### src/hw/flash_cmd_cfg.svh
// Opcodes, geometry and timing constants of the flash command engine
`ifndef FLASH_CMD_CFG_SVH
`define FLASH_CMD_CFG_SVH

`define OP_SEC_ERASE   8'h44
`define OP_SEC_PROG    8'h42
`define OP_RST_EN      8'h66
`define OP_RST         8'h99
`define OP_PAGE_PROG   8'h02
`define OP_QUAD_PROG   8'h32

`define CLK_MHZ        100
`define RESET_TIME_US  30
`define RESET_CYCLES   (`RESET_TIME_US * `CLK_MHZ)
`define SE_TIME_US     1000
`define SE_CYCLES      (`SE_TIME_US * `CLK_MHZ)
`define PP_TIME_US     100
`define PP_CYCLES      (`PP_TIME_US * `CLK_MHZ)

`define PIN_RESET      6'h20
`define PAGE_COUNT     9'h100
`define PROT_ALL_CODE  4'h8

`endif

### src/hw/flash_cmd_pkg.sv
// Types shared by the flash command engine
package flash_cmd_pkg;

    typedef enum logic [2:0] {
        F_IDLE = 3'b000,
        F_OPC  = 3'b001,
        F_ADDR = 3'b010,
        F_DATA = 3'b011,
        F_SKIP = 3'b100
    } frame_state_t;

    typedef enum logic [1:0] {
        E_IDLE  = 2'b00,
        E_ERASE = 2'b01,
        E_PROG  = 2'b10,
        E_RESET = 2'b11
    } engine_state_t;

    typedef enum logic [2:0] {
        K_NONE   = 3'b000,
        K_SERASE = 3'b001,
        K_SPROG  = 3'b010,
        K_PPROG  = 3'b011,
        K_QPROG  = 3'b100,
        K_RSTEN  = 3'b101,
        K_RST    = 3'b110
    } cmd_kind_t;

endpackage

### src/hw/flash_cmd_engine.sv
// Serial flash program, security-region and software reset command engine
//
// Overview of operation
// - Security erase accepted only when write_latch_flag was already set.
// - Security erase has opcode only; frame must end right after bit eight.
// - Valid erase starts sector_erase_time cycle with busy flag; latch cleared.
// - With otp_lock_bit set every security erase is ignored.
// - Three 256-byte regions at 00_10_xx..00_30_xx, byte index in low byte.
// - Security program is opcode, 3 address bytes, 1 to 256 data bytes.
// - Valid security program starts page_prog_time cycle, busy, latch cleared.
// - Security program ignored when the region's lock bit is set.
// - Reset needs enable opcode then reset opcode, each in own frame.
// - Any other command after enable cancels the armed reset.
// - Accepted reset aborts work and clears latch and volatile settings.
// - About 30 us of reinitialisation follow reset; commands are rejected.
// - Page program is opcode, 3 address bytes, data on SI, latch set.
// - Data beyond the page end wraps to the page's first byte.
// - Last 256 bytes win; unsent bytes of the page stay untouched.
// - Program frame must end exactly after a whole data byte.
// - Valid page program runs page_prog_time cycle, busy, latch cleared.
// - Program aimed at a protected page is not executed.
// - Quad program needs quad_io_allow; data moves on all four lines.
// - All host bits are sampled on the serial clock rising edge.
`timescale 1ns/1ns
`include "flash_cmd_cfg.svh"

module flash_cmd_engine #(
    parameter int unsigned PP_CYCLES = `PP_CYCLES,
    parameter int unsigned SE_CYCLES = `SE_CYCLES
) (
    input  wire logic        clock,
    input  wire logic        rst,
    input  wire logic        cs_n_pin,
    input  wire logic        sclk_pin,
    input  wire logic [3:0]  io_pin,
    input  wire logic        write_enable_set,
    input  wire logic        otp_lock_bit,
    input  wire logic [2:0]  per_region_lock_bits,
    input  wire logic        quad_io_allow,
    input  wire logic [4:0]  region_protect_field,
    output logic             write_latch_flag,
    output logic             op_in_progress_flag,
    output logic             device_busy,
    output logic             mem_wr_en,
    output logic             mem_wr_secure,
    output logic [23:0]      mem_wr_addr,
    output logic [7:0]       mem_wr_data,
    output logic             sec_erase_pulse,
    output logic             soft_reset_pulse
);

    logic [5:0]  pin_meta_reg;
    logic [5:0]  pin_sync_reg;
    logic        cs_n_prev_reg;
    logic        sclk_prev_reg;
    logic        frame_start;
    logic        frame_end;
    logic        sclk_rise;
    logic [3:0]  io_s;

    flash_cmd_pkg::frame_state_t  fstate_reg;
    flash_cmd_pkg::engine_state_t eng_reg;
    flash_cmd_pkg::cmd_kind_t     cmd_reg;
    flash_cmd_pkg::cmd_kind_t     kind_dec;

    logic [2:0]  bit_cnt_reg;
    logic [2:0]  bit_next;
    logic [7:0]  shift_reg;
    logic [7:0]  shift_next;
    logic [1:0]  addr_cnt_reg;
    logic [23:0] addr_reg;
    logic [7:0]  buf_ptr_reg;
    logic        extra_reg;
    logic        have_data_reg;
    logic        quad_data;
    logic        byte_done;
    logic        opc_done;
    logic        busy;

    logic [7:0]  page_buf [256];
    logic [255:0] valid_reg;

    logic        armed_reg;
    logic        wel_reg;
    logic [31:0] timer_reg;
    logic [8:0]  scan_reg;
    logic        prog_secure_reg;

    logic        sec_ok;
    logic        prot_hit;
    logic        go_serase;
    logic        go_prog;
    logic        go_rsten;
    logic        go_reset;

    logic        wr_en_reg;
    logic        wr_secure_reg;
    logic [23:0] wr_addr_reg;
    logic [7:0]  wr_data_reg;
    logic        erase_pulse_reg;
    logic        reset_pulse_reg;

    // Block-protect decode: code n of 1 to 8 protects 2^(n-1) 64K blocks, codes above 8 protect all, bit 4 picks bottom
    function automatic logic page_prot(input logic [4:0] f, input logic [7:0] blk);
        logic [8:0] n;
        n = 9'h000;
        if (f[3:0] > `PROT_ALL_CODE) begin
            n = `PAGE_COUNT;
        end else if (f[3:0] != 4'h0) begin
            n = 9'h001 << (f[3:0] - 4'h1);
        end
        if (f[4]) begin
            page_prot = {1'b0, blk} < n;
        end else begin
            page_prot = (n != 9'h000) && ({1'b0, blk} >= (`PAGE_COUNT - n));
        end
    endfunction

    // Pin synchronisers
    always_ff @(posedge clock or posedge rst) begin
        if (rst) begin
            pin_meta_reg  <= `PIN_RESET;
            pin_sync_reg  <= `PIN_RESET;
            cs_n_prev_reg <= 1'b1;
            sclk_prev_reg <= 1'b0;
        end else begin
            pin_meta_reg  <= {cs_n_pin, sclk_pin, io_pin};
            pin_sync_reg  <= pin_meta_reg;
            cs_n_prev_reg <= pin_sync_reg[5];
            sclk_prev_reg <= pin_sync_reg[4];
        end
    end

    assign io_s        = pin_sync_reg[3:0];
    assign frame_start = cs_n_prev_reg & ~pin_sync_reg[5];
    assign frame_end   = ~cs_n_prev_reg & pin_sync_reg[5];
    assign sclk_rise   = pin_sync_reg[4] & ~sclk_prev_reg & ~pin_sync_reg[5];

    assign busy      = eng_reg != flash_cmd_pkg::E_IDLE;
    assign quad_data = (fstate_reg == flash_cmd_pkg::F_DATA) &&
                       (cmd_reg == flash_cmd_pkg::K_QPROG);
    // Quad data shifts a nibble per edge
    assign shift_next = quad_data ? {shift_reg[3:0], io_s} : {shift_reg[6:0], io_s[0]};
    assign bit_next   = bit_cnt_reg + (quad_data ? 3'h4 : 3'h1);
    assign byte_done  = sclk_rise && (bit_next == 3'h0);
    assign opc_done   = byte_done && (fstate_reg == flash_cmd_pkg::F_OPC);

    // Opcode decode; write commands need the latch and an idle engine
    always_comb begin
        kind_dec = flash_cmd_pkg::K_NONE;
        if (eng_reg != flash_cmd_pkg::E_RESET) begin
            unique case (shift_next)
                `OP_SEC_ERASE: if (!busy && wel_reg) kind_dec = flash_cmd_pkg::K_SERASE;
                `OP_SEC_PROG:  if (!busy && wel_reg) kind_dec = flash_cmd_pkg::K_SPROG;
                `OP_PAGE_PROG: if (!busy && wel_reg) kind_dec = flash_cmd_pkg::K_PPROG;
                `OP_QUAD_PROG: begin
                    if (!busy && wel_reg && quad_io_allow) begin
                        kind_dec = flash_cmd_pkg::K_QPROG;
                    end
                end
                `OP_RST_EN:    kind_dec = flash_cmd_pkg::K_RSTEN;
                `OP_RST:       kind_dec = flash_cmd_pkg::K_RST;
                default:       kind_dec = flash_cmd_pkg::K_NONE;
            endcase
        end
    end

    // Frame sequencer: opcode, address, data, or trailing bits
    always_ff @(posedge clock or posedge rst) begin
        if (rst) begin
            fstate_reg    <= flash_cmd_pkg::F_IDLE;
            cmd_reg       <= flash_cmd_pkg::K_NONE;
            bit_cnt_reg   <= 3'h0;
            shift_reg     <= 8'h00;
            addr_cnt_reg  <= 2'h0;
            addr_reg      <= 24'h000000;
            buf_ptr_reg   <= 8'h00;
            extra_reg     <= 1'b0;
            have_data_reg <= 1'b0;
        end else if (frame_start) begin
            fstate_reg    <= flash_cmd_pkg::F_OPC;
            cmd_reg       <= flash_cmd_pkg::K_NONE;
            bit_cnt_reg   <= 3'h0;
            addr_cnt_reg  <= 2'h0;
            extra_reg     <= 1'b0;
            have_data_reg <= 1'b0;
        end else if (frame_end) begin
            fstate_reg <= flash_cmd_pkg::F_IDLE;
        end else if (sclk_rise && fstate_reg != flash_cmd_pkg::F_IDLE) begin
            bit_cnt_reg <= bit_next;
            shift_reg   <= shift_next;
            unique case (fstate_reg)
                flash_cmd_pkg::F_OPC: begin
                    if (byte_done) begin
                        cmd_reg <= kind_dec;
                        if (kind_dec == flash_cmd_pkg::K_SPROG ||
                            kind_dec == flash_cmd_pkg::K_PPROG ||
                            kind_dec == flash_cmd_pkg::K_QPROG) begin
                            fstate_reg <= flash_cmd_pkg::F_ADDR;
                        end else begin
                            fstate_reg <= flash_cmd_pkg::F_SKIP;
                        end
                    end
                end
                flash_cmd_pkg::F_ADDR: begin
                    if (byte_done) begin
                        addr_reg     <= {addr_reg[15:0], shift_next};
                        addr_cnt_reg <= addr_cnt_reg + 2'h1;
                        if (addr_cnt_reg == 2'h2) begin
                            fstate_reg  <= flash_cmd_pkg::F_DATA;
                            buf_ptr_reg <= shift_next;
                        end
                    end
                end
                flash_cmd_pkg::F_DATA: begin
                    if (byte_done) begin
                        buf_ptr_reg   <= buf_ptr_reg + 8'h01;
                        have_data_reg <= 1'b1;
                    end
                end
                flash_cmd_pkg::F_SKIP: extra_reg <= 1'b1;
                default: extra_reg <= 1'b1;
            endcase
        end
    end

    // Page buffer; later bytes overwrite earlier ones at the same index
    always_ff @(posedge clock) begin
        if (byte_done && fstate_reg == flash_cmd_pkg::F_DATA) begin
            page_buf[buf_ptr_reg] <= shift_next;
        end
    end

    always_ff @(posedge clock or posedge rst) begin
        if (rst) begin
            valid_reg <= '0;
        end else if (byte_done && fstate_reg == flash_cmd_pkg::F_ADDR &&
                     addr_cnt_reg == 2'h2) begin
            valid_reg <= '0;
        end else if (byte_done && fstate_reg == flash_cmd_pkg::F_DATA) begin
            valid_reg[buf_ptr_reg] <= 1'b1;
        end
    end

    // End-of-frame checks
    assign sec_ok = (addr_reg[23:16] == 8'h00) && (addr_reg[15:14] == 2'h0) &&
                    (addr_reg[13:12] != 2'h0) && (addr_reg[11:8] == 4'h0) &&
                    !per_region_lock_bits[addr_reg[13:12] - 2'h1];
    assign prot_hit = page_prot(region_protect_field, addr_reg[23:16]);

    assign go_serase = frame_end && fstate_reg == flash_cmd_pkg::F_SKIP && !extra_reg &&
                       cmd_reg == flash_cmd_pkg::K_SERASE && wel_reg && !busy &&
                       !otp_lock_bit;
    assign go_prog = frame_end && fstate_reg == flash_cmd_pkg::F_DATA &&
                     bit_cnt_reg == 3'h0 && have_data_reg && wel_reg && !busy &&
                     (cmd_reg == flash_cmd_pkg::K_SPROG ? sec_ok : !prot_hit) &&
                     (cmd_reg != flash_cmd_pkg::K_QPROG || quad_io_allow);
    assign go_rsten = frame_end && fstate_reg == flash_cmd_pkg::F_SKIP && !extra_reg &&
                      cmd_reg == flash_cmd_pkg::K_RSTEN;
    assign go_reset = frame_end && fstate_reg == flash_cmd_pkg::F_SKIP && !extra_reg &&
                      cmd_reg == flash_cmd_pkg::K_RST && armed_reg;

    // Reset arming
    always_ff @(posedge clock or posedge rst) begin
        if (rst) begin
            armed_reg <= 1'b0;
        end else if (go_rsten) begin
            armed_reg <= 1'b1;
        end else if (go_reset) begin
            armed_reg <= 1'b0;
        end else if (opc_done && shift_next != `OP_RST && shift_next != `OP_RST_EN) begin
            armed_reg <= 1'b0;
        end
    end

    // Write enable latch; a set in the same cycle as a clear wins
    always_ff @(posedge clock or posedge rst) begin
        if (rst) begin
            wel_reg <= 1'b0;
        end else if (write_enable_set) begin
            wel_reg <= 1'b1;
        end else if (go_serase || go_prog || go_reset) begin
            wel_reg <= 1'b0;
        end
    end

    // Self-timed engine
    always_ff @(posedge clock or posedge rst) begin
        if (rst) begin
            eng_reg         <= flash_cmd_pkg::E_IDLE;
            timer_reg       <= 32'h0;
            scan_reg        <= 9'h000;
            prog_secure_reg <= 1'b0;
        end else if (go_reset) begin
            eng_reg   <= flash_cmd_pkg::E_RESET;
            timer_reg <= 32'(`RESET_CYCLES - 1);
        end else begin
            unique case (eng_reg)
                flash_cmd_pkg::E_IDLE: begin
                    if (go_serase) begin
                        eng_reg   <= flash_cmd_pkg::E_ERASE;
                        timer_reg <= SE_CYCLES - 32'h1;
                    end else if (go_prog) begin
                        eng_reg         <= flash_cmd_pkg::E_PROG;
                        timer_reg       <= PP_CYCLES - 32'h1;
                        scan_reg        <= 9'h000;
                        prog_secure_reg <= cmd_reg == flash_cmd_pkg::K_SPROG;
                    end
                end
                flash_cmd_pkg::E_PROG: begin
                    if (!scan_reg[8]) begin
                        scan_reg <= scan_reg + 9'h001;
                    end
                    if (timer_reg != 32'h0) begin
                        timer_reg <= timer_reg - 32'h1;
                    end else if (scan_reg[8]) begin
                        eng_reg <= flash_cmd_pkg::E_IDLE;
                    end
                end
                flash_cmd_pkg::E_ERASE, flash_cmd_pkg::E_RESET: begin
                    if (timer_reg != 32'h0) begin
                        timer_reg <= timer_reg - 32'h1;
                    end else begin
                        eng_reg <= flash_cmd_pkg::E_IDLE;
                    end
                end
            endcase
        end
    end

    // Array write port: only bytes that were sent are written
    always_ff @(posedge clock or posedge rst) begin
        if (rst) begin
            wr_en_reg       <= 1'b0;
            wr_secure_reg   <= 1'b0;
            wr_addr_reg     <= 24'h000000;
            wr_data_reg     <= 8'h00;
            erase_pulse_reg <= 1'b0;
            reset_pulse_reg <= 1'b0;
        end else begin
            wr_en_reg <= eng_reg == flash_cmd_pkg::E_PROG && !scan_reg[8] &&
                         valid_reg[scan_reg[7:0]] && !go_reset;
            wr_secure_reg   <= prog_secure_reg;
            wr_addr_reg     <= {addr_reg[23:8], scan_reg[7:0]};
            wr_data_reg     <= page_buf[scan_reg[7:0]];
            erase_pulse_reg <= eng_reg == flash_cmd_pkg::E_ERASE && timer_reg == 32'h0 &&
                               !go_reset;
            reset_pulse_reg <= go_reset;
        end
    end

    assign write_latch_flag    = wel_reg;
    assign op_in_progress_flag = eng_reg == flash_cmd_pkg::E_ERASE ||
                                 eng_reg == flash_cmd_pkg::E_PROG;
    assign device_busy         = busy;
    assign mem_wr_en           = wr_en_reg;
    assign mem_wr_secure       = wr_secure_reg;
    assign mem_wr_addr         = wr_addr_reg;
    assign mem_wr_data         = wr_data_reg;
    assign sec_erase_pulse     = erase_pulse_reg;
    assign soft_reset_pulse    = reset_pulse_reg;

    a_erase_needs_wel: assert property (@(posedge clock) disable iff (rst)
        eng_reg == flash_cmd_pkg::E_ERASE && $past(eng_reg) == flash_cmd_pkg::E_IDLE
        |-> $past(wel_reg))
        else $error("erase started without write latch");

    a_erase_exact_frame: assert property (@(posedge clock) disable iff (rst)
        go_serase |-> $past(fstate_reg) == flash_cmd_pkg::F_SKIP && !extra_reg)
        else $error("erase accepted with extra bits");

    a_erase_lock: assert property (@(posedge clock) disable iff (rst)
        otp_lock_bit && eng_reg == flash_cmd_pkg::E_IDLE |=> eng_reg != flash_cmd_pkg::E_ERASE)
        else $error("erase started while regions locked");

    a_wip_clears_wel: assert property (@(posedge clock) disable iff (rst)
        $rose(op_in_progress_flag) && !$past(write_enable_set) |-> !write_latch_flag)
        else $error("write latch still set after cycle start");

    a_reset_armed: assert property (@(posedge clock) disable iff (rst)
        soft_reset_pulse |-> $past(armed_reg) && eng_reg == flash_cmd_pkg::E_RESET)
        else $error("reset without prior enable");

    a_reset_hold: assert property (@(posedge clock) disable iff (rst)
        soft_reset_pulse |-> (eng_reg == flash_cmd_pkg::E_RESET)[*8])
        else $error("reset interval ended early");

    a_reset_reject: assert property (@(posedge clock) disable iff (rst)
        eng_reg == flash_cmd_pkg::E_RESET |=> eng_reg inside {flash_cmd_pkg::E_RESET,
                                                             flash_cmd_pkg::E_IDLE})
        else $error("command accepted during reset");

    a_wr_in_page: assert property (@(posedge clock) disable iff (rst)
        mem_wr_en |-> mem_wr_addr[23:8] == addr_reg[23:8] && $past(op_in_progress_flag))
        else $error("write left the addressed page");

    a_sec_region: assert property (@(posedge clock) disable iff (rst)
        mem_wr_en && mem_wr_secure |-> mem_wr_addr[23:16] == 8'h00 &&
        mem_wr_addr[15:12] inside {4'h1, 4'h2, 4'h3} && mem_wr_addr[11:8] == 4'h0)
        else $error("security write outside regions");

    a_busy_ignores: assert property (@(posedge clock) disable iff (rst)
        eng_reg == flash_cmd_pkg::E_PROG |=> eng_reg != flash_cmd_pkg::E_ERASE)
        else $error("erase started during program");

endmodule

### config.mk
export PLATFORM = sky130hd
export DESIGN_NAME = flash_cmd_engine
export DESIGN_NICKNAME = d
export VERILOG_FILES = /design/src/hw/flash_cmd_pkg.sv /design/src/hw/flash_cmd_engine.sv
export VERILOG_INCLUDE_DIRS = /design/src /design/src/hw
export SDC_FILE = /design/constraint.sdc
export NUM_CORES = 2
export LEC_CHECK = 0
export BUFFER_PORTS_ARGS = -buffer_cell sky130_fd_sc_hd__buf_2
export CAP_MARGIN = 5
export CELL_PAD_IN_SITES_DETAIL_PLACEMENT = 0
export CELL_PAD_IN_SITES_GLOBAL_PLACEMENT = 1
export CORE_UTILIZATION = 45
export CTS_CLUSTER_DIAMETER = 30
export DETAILED_ROUTE_END_ITERATION = 10
export PLACE_DENSITY = 0.75
export RECOVER_POWER = 100
export SLEW_MARGIN = 20
export SYNTH_ARGS = -nofsm -noshare
export SYNTH_HDL_FRONTEND = slang
export SYNTH_SLANG_ARGS = --single-unit
### constraint.sdc
create_clock -name clock -period 33.8 [get_ports clock]
set_input_delay 3.38 -clock clock [delete_from_list [all_inputs] [get_ports clock]]
set_output_delay 3.38 -clock clock [all_outputs]
set_load 0.005 [all_outputs]
# Word level (Yosys, flattened, before mapping)
# Memories as Yosys holds them, arrays and structs flattened. A register that Yosys moved wholly into a read port is not among the register bits.
# Cells that the tools add are included.
[word_totals]
ram_bits = 2048
regBits = 396
memories = 1
input_bits = 19
out_inout_bits = 39
[classes]
order_cmp = 7
shift = 1
eq_ne = 42
n_mux = 77
addsub = 8
reduce_logical = 93
bitwise = 12
[memory_table]
columns = ["memory", "depth", "word_bits", "rd", "rd_clocked_by_memory_dff", "wr", "line_no", "source"]
rows = [
  ["page_buf", 256, 8, 1, 1, 1, "flash_cmd_engine.sv:80", "logic [7:0] page_buf [256];"],
]
[ops]
columns = ["cell", "n"]
rows = [
  ["$mux 256", 2],
  ["$or 256x256->256", 1],
  ["$mux 32", 4],
  ["$pmux 32 s2", 1],
  ["$mux 3", 18],
  ["$mux 9", 5],
  ["$logic_and 1x1->1", 38],
  ["$logic_not 32->1", 1],
  ["$mux 8", 4],
  ["$reduce_bool 32->1", 1],
  ["$sub 32x1->32 const B", 1],
  ["$mux 2", 13],
  ["$eq 8x7->1 const B", 3],
  ["$reduce_and 4->1", 6],
  ["$mux 1", 22],
  ["$reduce_bool 2->1", 11],
  ["$lt 8x9->1 const B", 2],
  ["$pmux 3 s6", 1],
  ["$pmux 9 s2", 1],
  ["$pmux 8 s2", 1],
  ["$eq 3x2->1 const B", 5],
  ["$eq 3x3->1 const B", 5],
  ["$reduce_and 5->1", 3],
  ["$ne 2x2->1 const B", 7],
  ["other kinds (47)", 84],
]

# Depth between registers and ports, before layout
[depth]
word_depth = 16
depth_mapped = 17
depth_no_buf = 15

# Least setup slack after synthesis
# No wires, ideal clock.
[synth_timing]
path_kind = "input port to flip-flop"
from = "input region_protect_field[0]"
to = "register prog_secure_reg"
setup_slack_ns = 27.399
setup_ns = 0.125
required_ns = 33.675
path_stages = 15
t_arrival_ns = 6.277
cell_sequence = "clkbuf_1 -> nor2b_1 -> and2_1 -> inv_1 -> ha_1 -> o21ai_0 -> o21ai_0 -> ha_1 -> a21o_1 -> a21oi_1 -> o31ai_1 -> o211ai_1 -> a31oi_1 -> nor4_2 -> mux2_2"
[synth_via]
elab_chain_len = 13
elab_cells_between_ends = 17
classes_between = "add/sub: 2; order compare: 3; shift: 1; mux: 4; reduce/logical: 7"
[synth_lines]
columns = ["item", "line_no", "source"]
rows = [
  ["start, declared", "flash_cmd_engine.sv:40", "input wire logic [4:0] region_protect_field,"],
  ["$sub 4x1->4", "flash_cmd_engine.sv:110", "n = 9'h001 << (f[3:0] - 4'h1);"],
  ["$shl 1x4->9", "flash_cmd_engine.sv:110", ""],
  ["$mux 9", "flash_cmd_engine.sv:109", "end else if (f[3:0] != 4'h0) begin"],
  ["$mux 9 (*)", "flash_cmd_engine.sv:107", "if (f[3:0] > `PROT_ALL_CODE) begin"],
  ["$sub 9x9->9 (no line)", "n/a", ""],
  ["$ge 8x9->1", "flash_cmd_engine.sv:115", "page_prot = (n != 9'h000) && ({1'b0, blk} >= (`PAGE_COUNT - n));"],
  ["$logic_and 1x1->1", "flash_cmd_engine.sv:115", ""],
  ["$mux 1 (*)", "flash_cmd_engine.sv:112", "if (f[4]) begin"],
  ["$logic_not 1->1 (*)", "flash_cmd_engine.sv:256", "(cmd_reg == flash_cmd_pkg::K_SPROG ? sec_ok : !prot_hit) &&"],
  ["$mux 1 (*)", "flash_cmd_engine.sv:256", ""],
  ["$logic_and 1x1->1 (*)", "flash_cmd_engine.sv:255", "bit_cnt_reg == 3'h0 && have_data_reg && wel_reg && !busy &&"],
  ["$logic_and 1x1->1 (*)", "flash_cmd_engine.sv:256", ""],
  ["$reduce_and 4->1 (no line) (*)", "n/a", ""],
  ["end signal, assigned", "flash_cmd_engine.sv:307", "prog_secure_reg <= cmd_reg == flash_cmd_pkg::K_SPROG;"],
  ["end, declared", "flash_cmd_engine.sv:87", "logic prog_secure_reg;"],
]
# Mark *: on every way between the ends. The rest lies on a longest branch, timed or not.
# A chain may end at the register's enable or synchronous reset.

==> results.yml <==
hold_path:
  worstHoldStart: "pin_meta_reg[1]$_DFF_PP0_"
  hp-class: "flop to flop"
  holdPathEnd: "pin_sync_reg[1]$_DFF_PP0_"
  holdPathStages: 0
place:
  globalplace.congestion: 0.8291
  post_dp_cell_area_mm2: 0.09995
  place_ws_ns: 26.89
  hpwl_um: 146000
  portBuffers: 57
detailed_routing:
  ant_nets: 0
  routed_via_density: 6.038
  drc_errors: 0
  dr.pass1.iters: 8
  vias: 51910
  drt-wirelength-per-cell_um: 28.71
  first_iter_violations: 5550
  drt_wl_total_um: 246900
synth:
  syn-instance-count: 5131
  synth_xor_area_share_pct: 0.05046
  muxShareOfSynthArea_pct: 13.72
  synth_top_family_by_area: "multiplexers"
  syn_avg_cell_area_um2: 18.85
  ys_types: 81
  ys_warn_count: 0
  synth_most_common_cell: "edfxtp_1"
  async_reset_ff_share_pct: 16.48
  yosysTopAreaCell: "edfxtp_1"
  synth_edf_count: 2048
  synth_top_area_share_pct: 63.60
  synthAdderAreaFrac_pct: 0.4399
  syn_area_mm2: 0.09670
  yosys-top-cells-count: "2,048 x edfxtp_1, 556 x mux4_2, 401 x dfrtp_1, 354 x nor2_1, 261 x o21a_1"
  ys_seq_area_share_pct: 74.05
  synth-simple-area-share_pct: 3.764
  ys_seq_elements: 2452
  synth_area_leaders: "edfxtp_1 64%, mux4_2 13%, dfrtp_1 10%"
  synth_flop_cell: "edfxtp_1"
  synth-compound-area-share_pct: 6.447
  synth_fp_nets: 5184
power:
  peakVddDrop_mv: 0.05921
  power_mw: 8.280
  power.density_mw_per_mm2: 71.88
  power.leakage_nw: 36.77
grt:
  grt_antenna_before_repair: 12
  grt.busiest_layer: "met2"
  grtUsageMet1_pct: 31.03
  grt_overflow_total: 0
  grt_pass1_vias: 53150
  grt_pass1_wl_um: 361100
  grt.total_usage_pct: 22.77
  grt_max_degree: 209
  grt_use_met3_pct: 5.446
  use_met2_pct: 35.93
timing:
  slew_violations: 3449
  finalSetupViolations: 0
  layout_min_cycle_time_ns: 16.14
  hold_slack_ns: 0.3477
  max_clock_freq_mhz: 61.96
  tns_ns: 0
  rsz0062_at_grt: "no"
  timing.final.hold_violations: 0
  worst_pin_slew_ns: 9.479
  fin_worst_skew_ns: 0.06388
  period_share_pct: 47.75
  fin_ws_ns: 17.66
  relSlewSlack_pct: -531.9
layout:
  drive_gt1_share_pct: 24.89
  nets: 5447
  fillers: 16250
  syn2layout_area_growth_pct: 19.12
  final_area_mm2: 0.1152
  largest_reg_flops: 2048
worst_setup_path:
  cp_common_cell: "clkbuf_1"
  critPathLaunch: "rst"
  arrival_ns: 16.27
  timing.rr.start: "scan_reg[0]$_DFFE_PP0P_"
  crit_buf_inv: 4
  worstPathRequired_ns: 33.93
  crit_fanout: 150
  critPathTopFamily: "buffers and inverters"
  path_cells: "buf_2 -> clkinvlp_2 -> clkbuf_1 -> clkbuf_1"
  worstRegToRegCells: 8
  critPathSlowestCell: "clkbuf_1"
  max_stage_delay_ns: 6.17
  worstSetupPathType: "input pin to async pin"
  r2r-end: "mem_wr_data[4]$_DFF_PP0_"
  startpoint_type: "input pin"
  endpoint_kind: "async pin"
  reg2reg_slack_ns: 18.20
clock_network:
  cts_resized: 0
  clk_pin_slew_ns: 0.05
  cts_buffers: 450
  htree_num_levels: 5
  tritoncts: "built"
  clockRootBuffer: "clkbuf_16"
  holdBufCountCts: 0
  post_cts_buffers: 0
  cts.sinks: 2452
  clock_latency_ns: 0.99
  cts_buffer_depth: 4
die:
  core-area_mm2: 0.2127
  die_h_um: 465.6
  rows: 169
  start_util_pct: 45.46
  die_x_um: 465.6
  ios: 58
  die-area_mm2: 0.2168
run_status:
  violations: "capacitance limit, slew limit"
  status: "finished, violations left"
run:
  cap_violations: 43
how the worst max path moves through the flow:
stage / end / slack (ns) / cells after the start
global placement: timer_reg[16]$_DFFE_PP0P_ / 26.89 / 16
finish: valid_reg[209]$_DFFE_PP0P_ / 17.66 / 4
global route: valid_reg[209]$_DFFE_PP0P_ / 15.26 / 4
floorplan: addr_cnt_reg[0]$_DFFE_PP0P_ / 19.19 / 1
CTS: timer_reg[16]$_DFFE_PP0P_ / 27.91 / 16
detailed placement: timer_reg[15]$_DFFE_PP0P_ / 26.89 / 16
cells in the final DEF, fill, tap and decap left out, drive strengths merged, types with 20 or more instances in the layout:
cell type	count
a21oi	111
buf	77
nand3	42
nor3	58
clkinv	155
a221oi	65
inv	60
a22oi	119
clkbuf	580
clkinvlp	54
mux2	22
nor2b	28
o22ai	38
o21a	261
a22o	69
o21ai	93
a211oi	27
and2	20
nor4	21
nand2	164
dfrtp	401
edfxtp	2048
mux2i	50
bufinv	70
nor2	355
mux4	556
ha	34
stage by stage:
| stage | instances | utilization, % |
|---|---|---|
| 3_5_place_dp | 7762 | 46.99 |
| 5_1_grt | 8595 | 54.15 |
| 4_1_cts | 8593 | 54.30 |
| 6_report | 8597 | 54.15 |
| 2_1_floorplan | 5131 | - |
| 3_3_place_gp | 7762 | 46.99 |
report_power, final:
group | internal (mW) | total, mW | switching, mW
Combinational | 0.0271 | 0.252 | 0.225
Clock | 3.05 | 4.55 | 1.50
Sequential | 3.46 | 3.48 | 0.0135
area by class of cell:
type	instances	area [um2]	share of cell area, %
well taps	2821	3530	3.064
clock buffers	527	11910	10.34
clock inverters	304	3654	3.172
repair buffers	130	690.7	0.5995
inverters	35	140.1	0.1216
diodes	3	7.507	0.006517
flip-flops and latches	2452	71620	62.17
multi-input cells	2325	23650	20.53
layer usage:
metal,wire (um),up-vias
met5,53,-
met4,7628,8
met3,22120,442
met2,118900,2436
met1,98130,27450
li1,-,21570
cell families (layout without fill, tap and decap cells):
logic type,count (synthesis),after routing
fa+ha+maj,34,34
simple gates,784,784
xor+xnor,4,4
mux,628,628
compound gates,875,875
other cells,0,3
buf+inv,354,996
flops,2452,2452
Note: power is estimated with default switching activity, not from simulation.
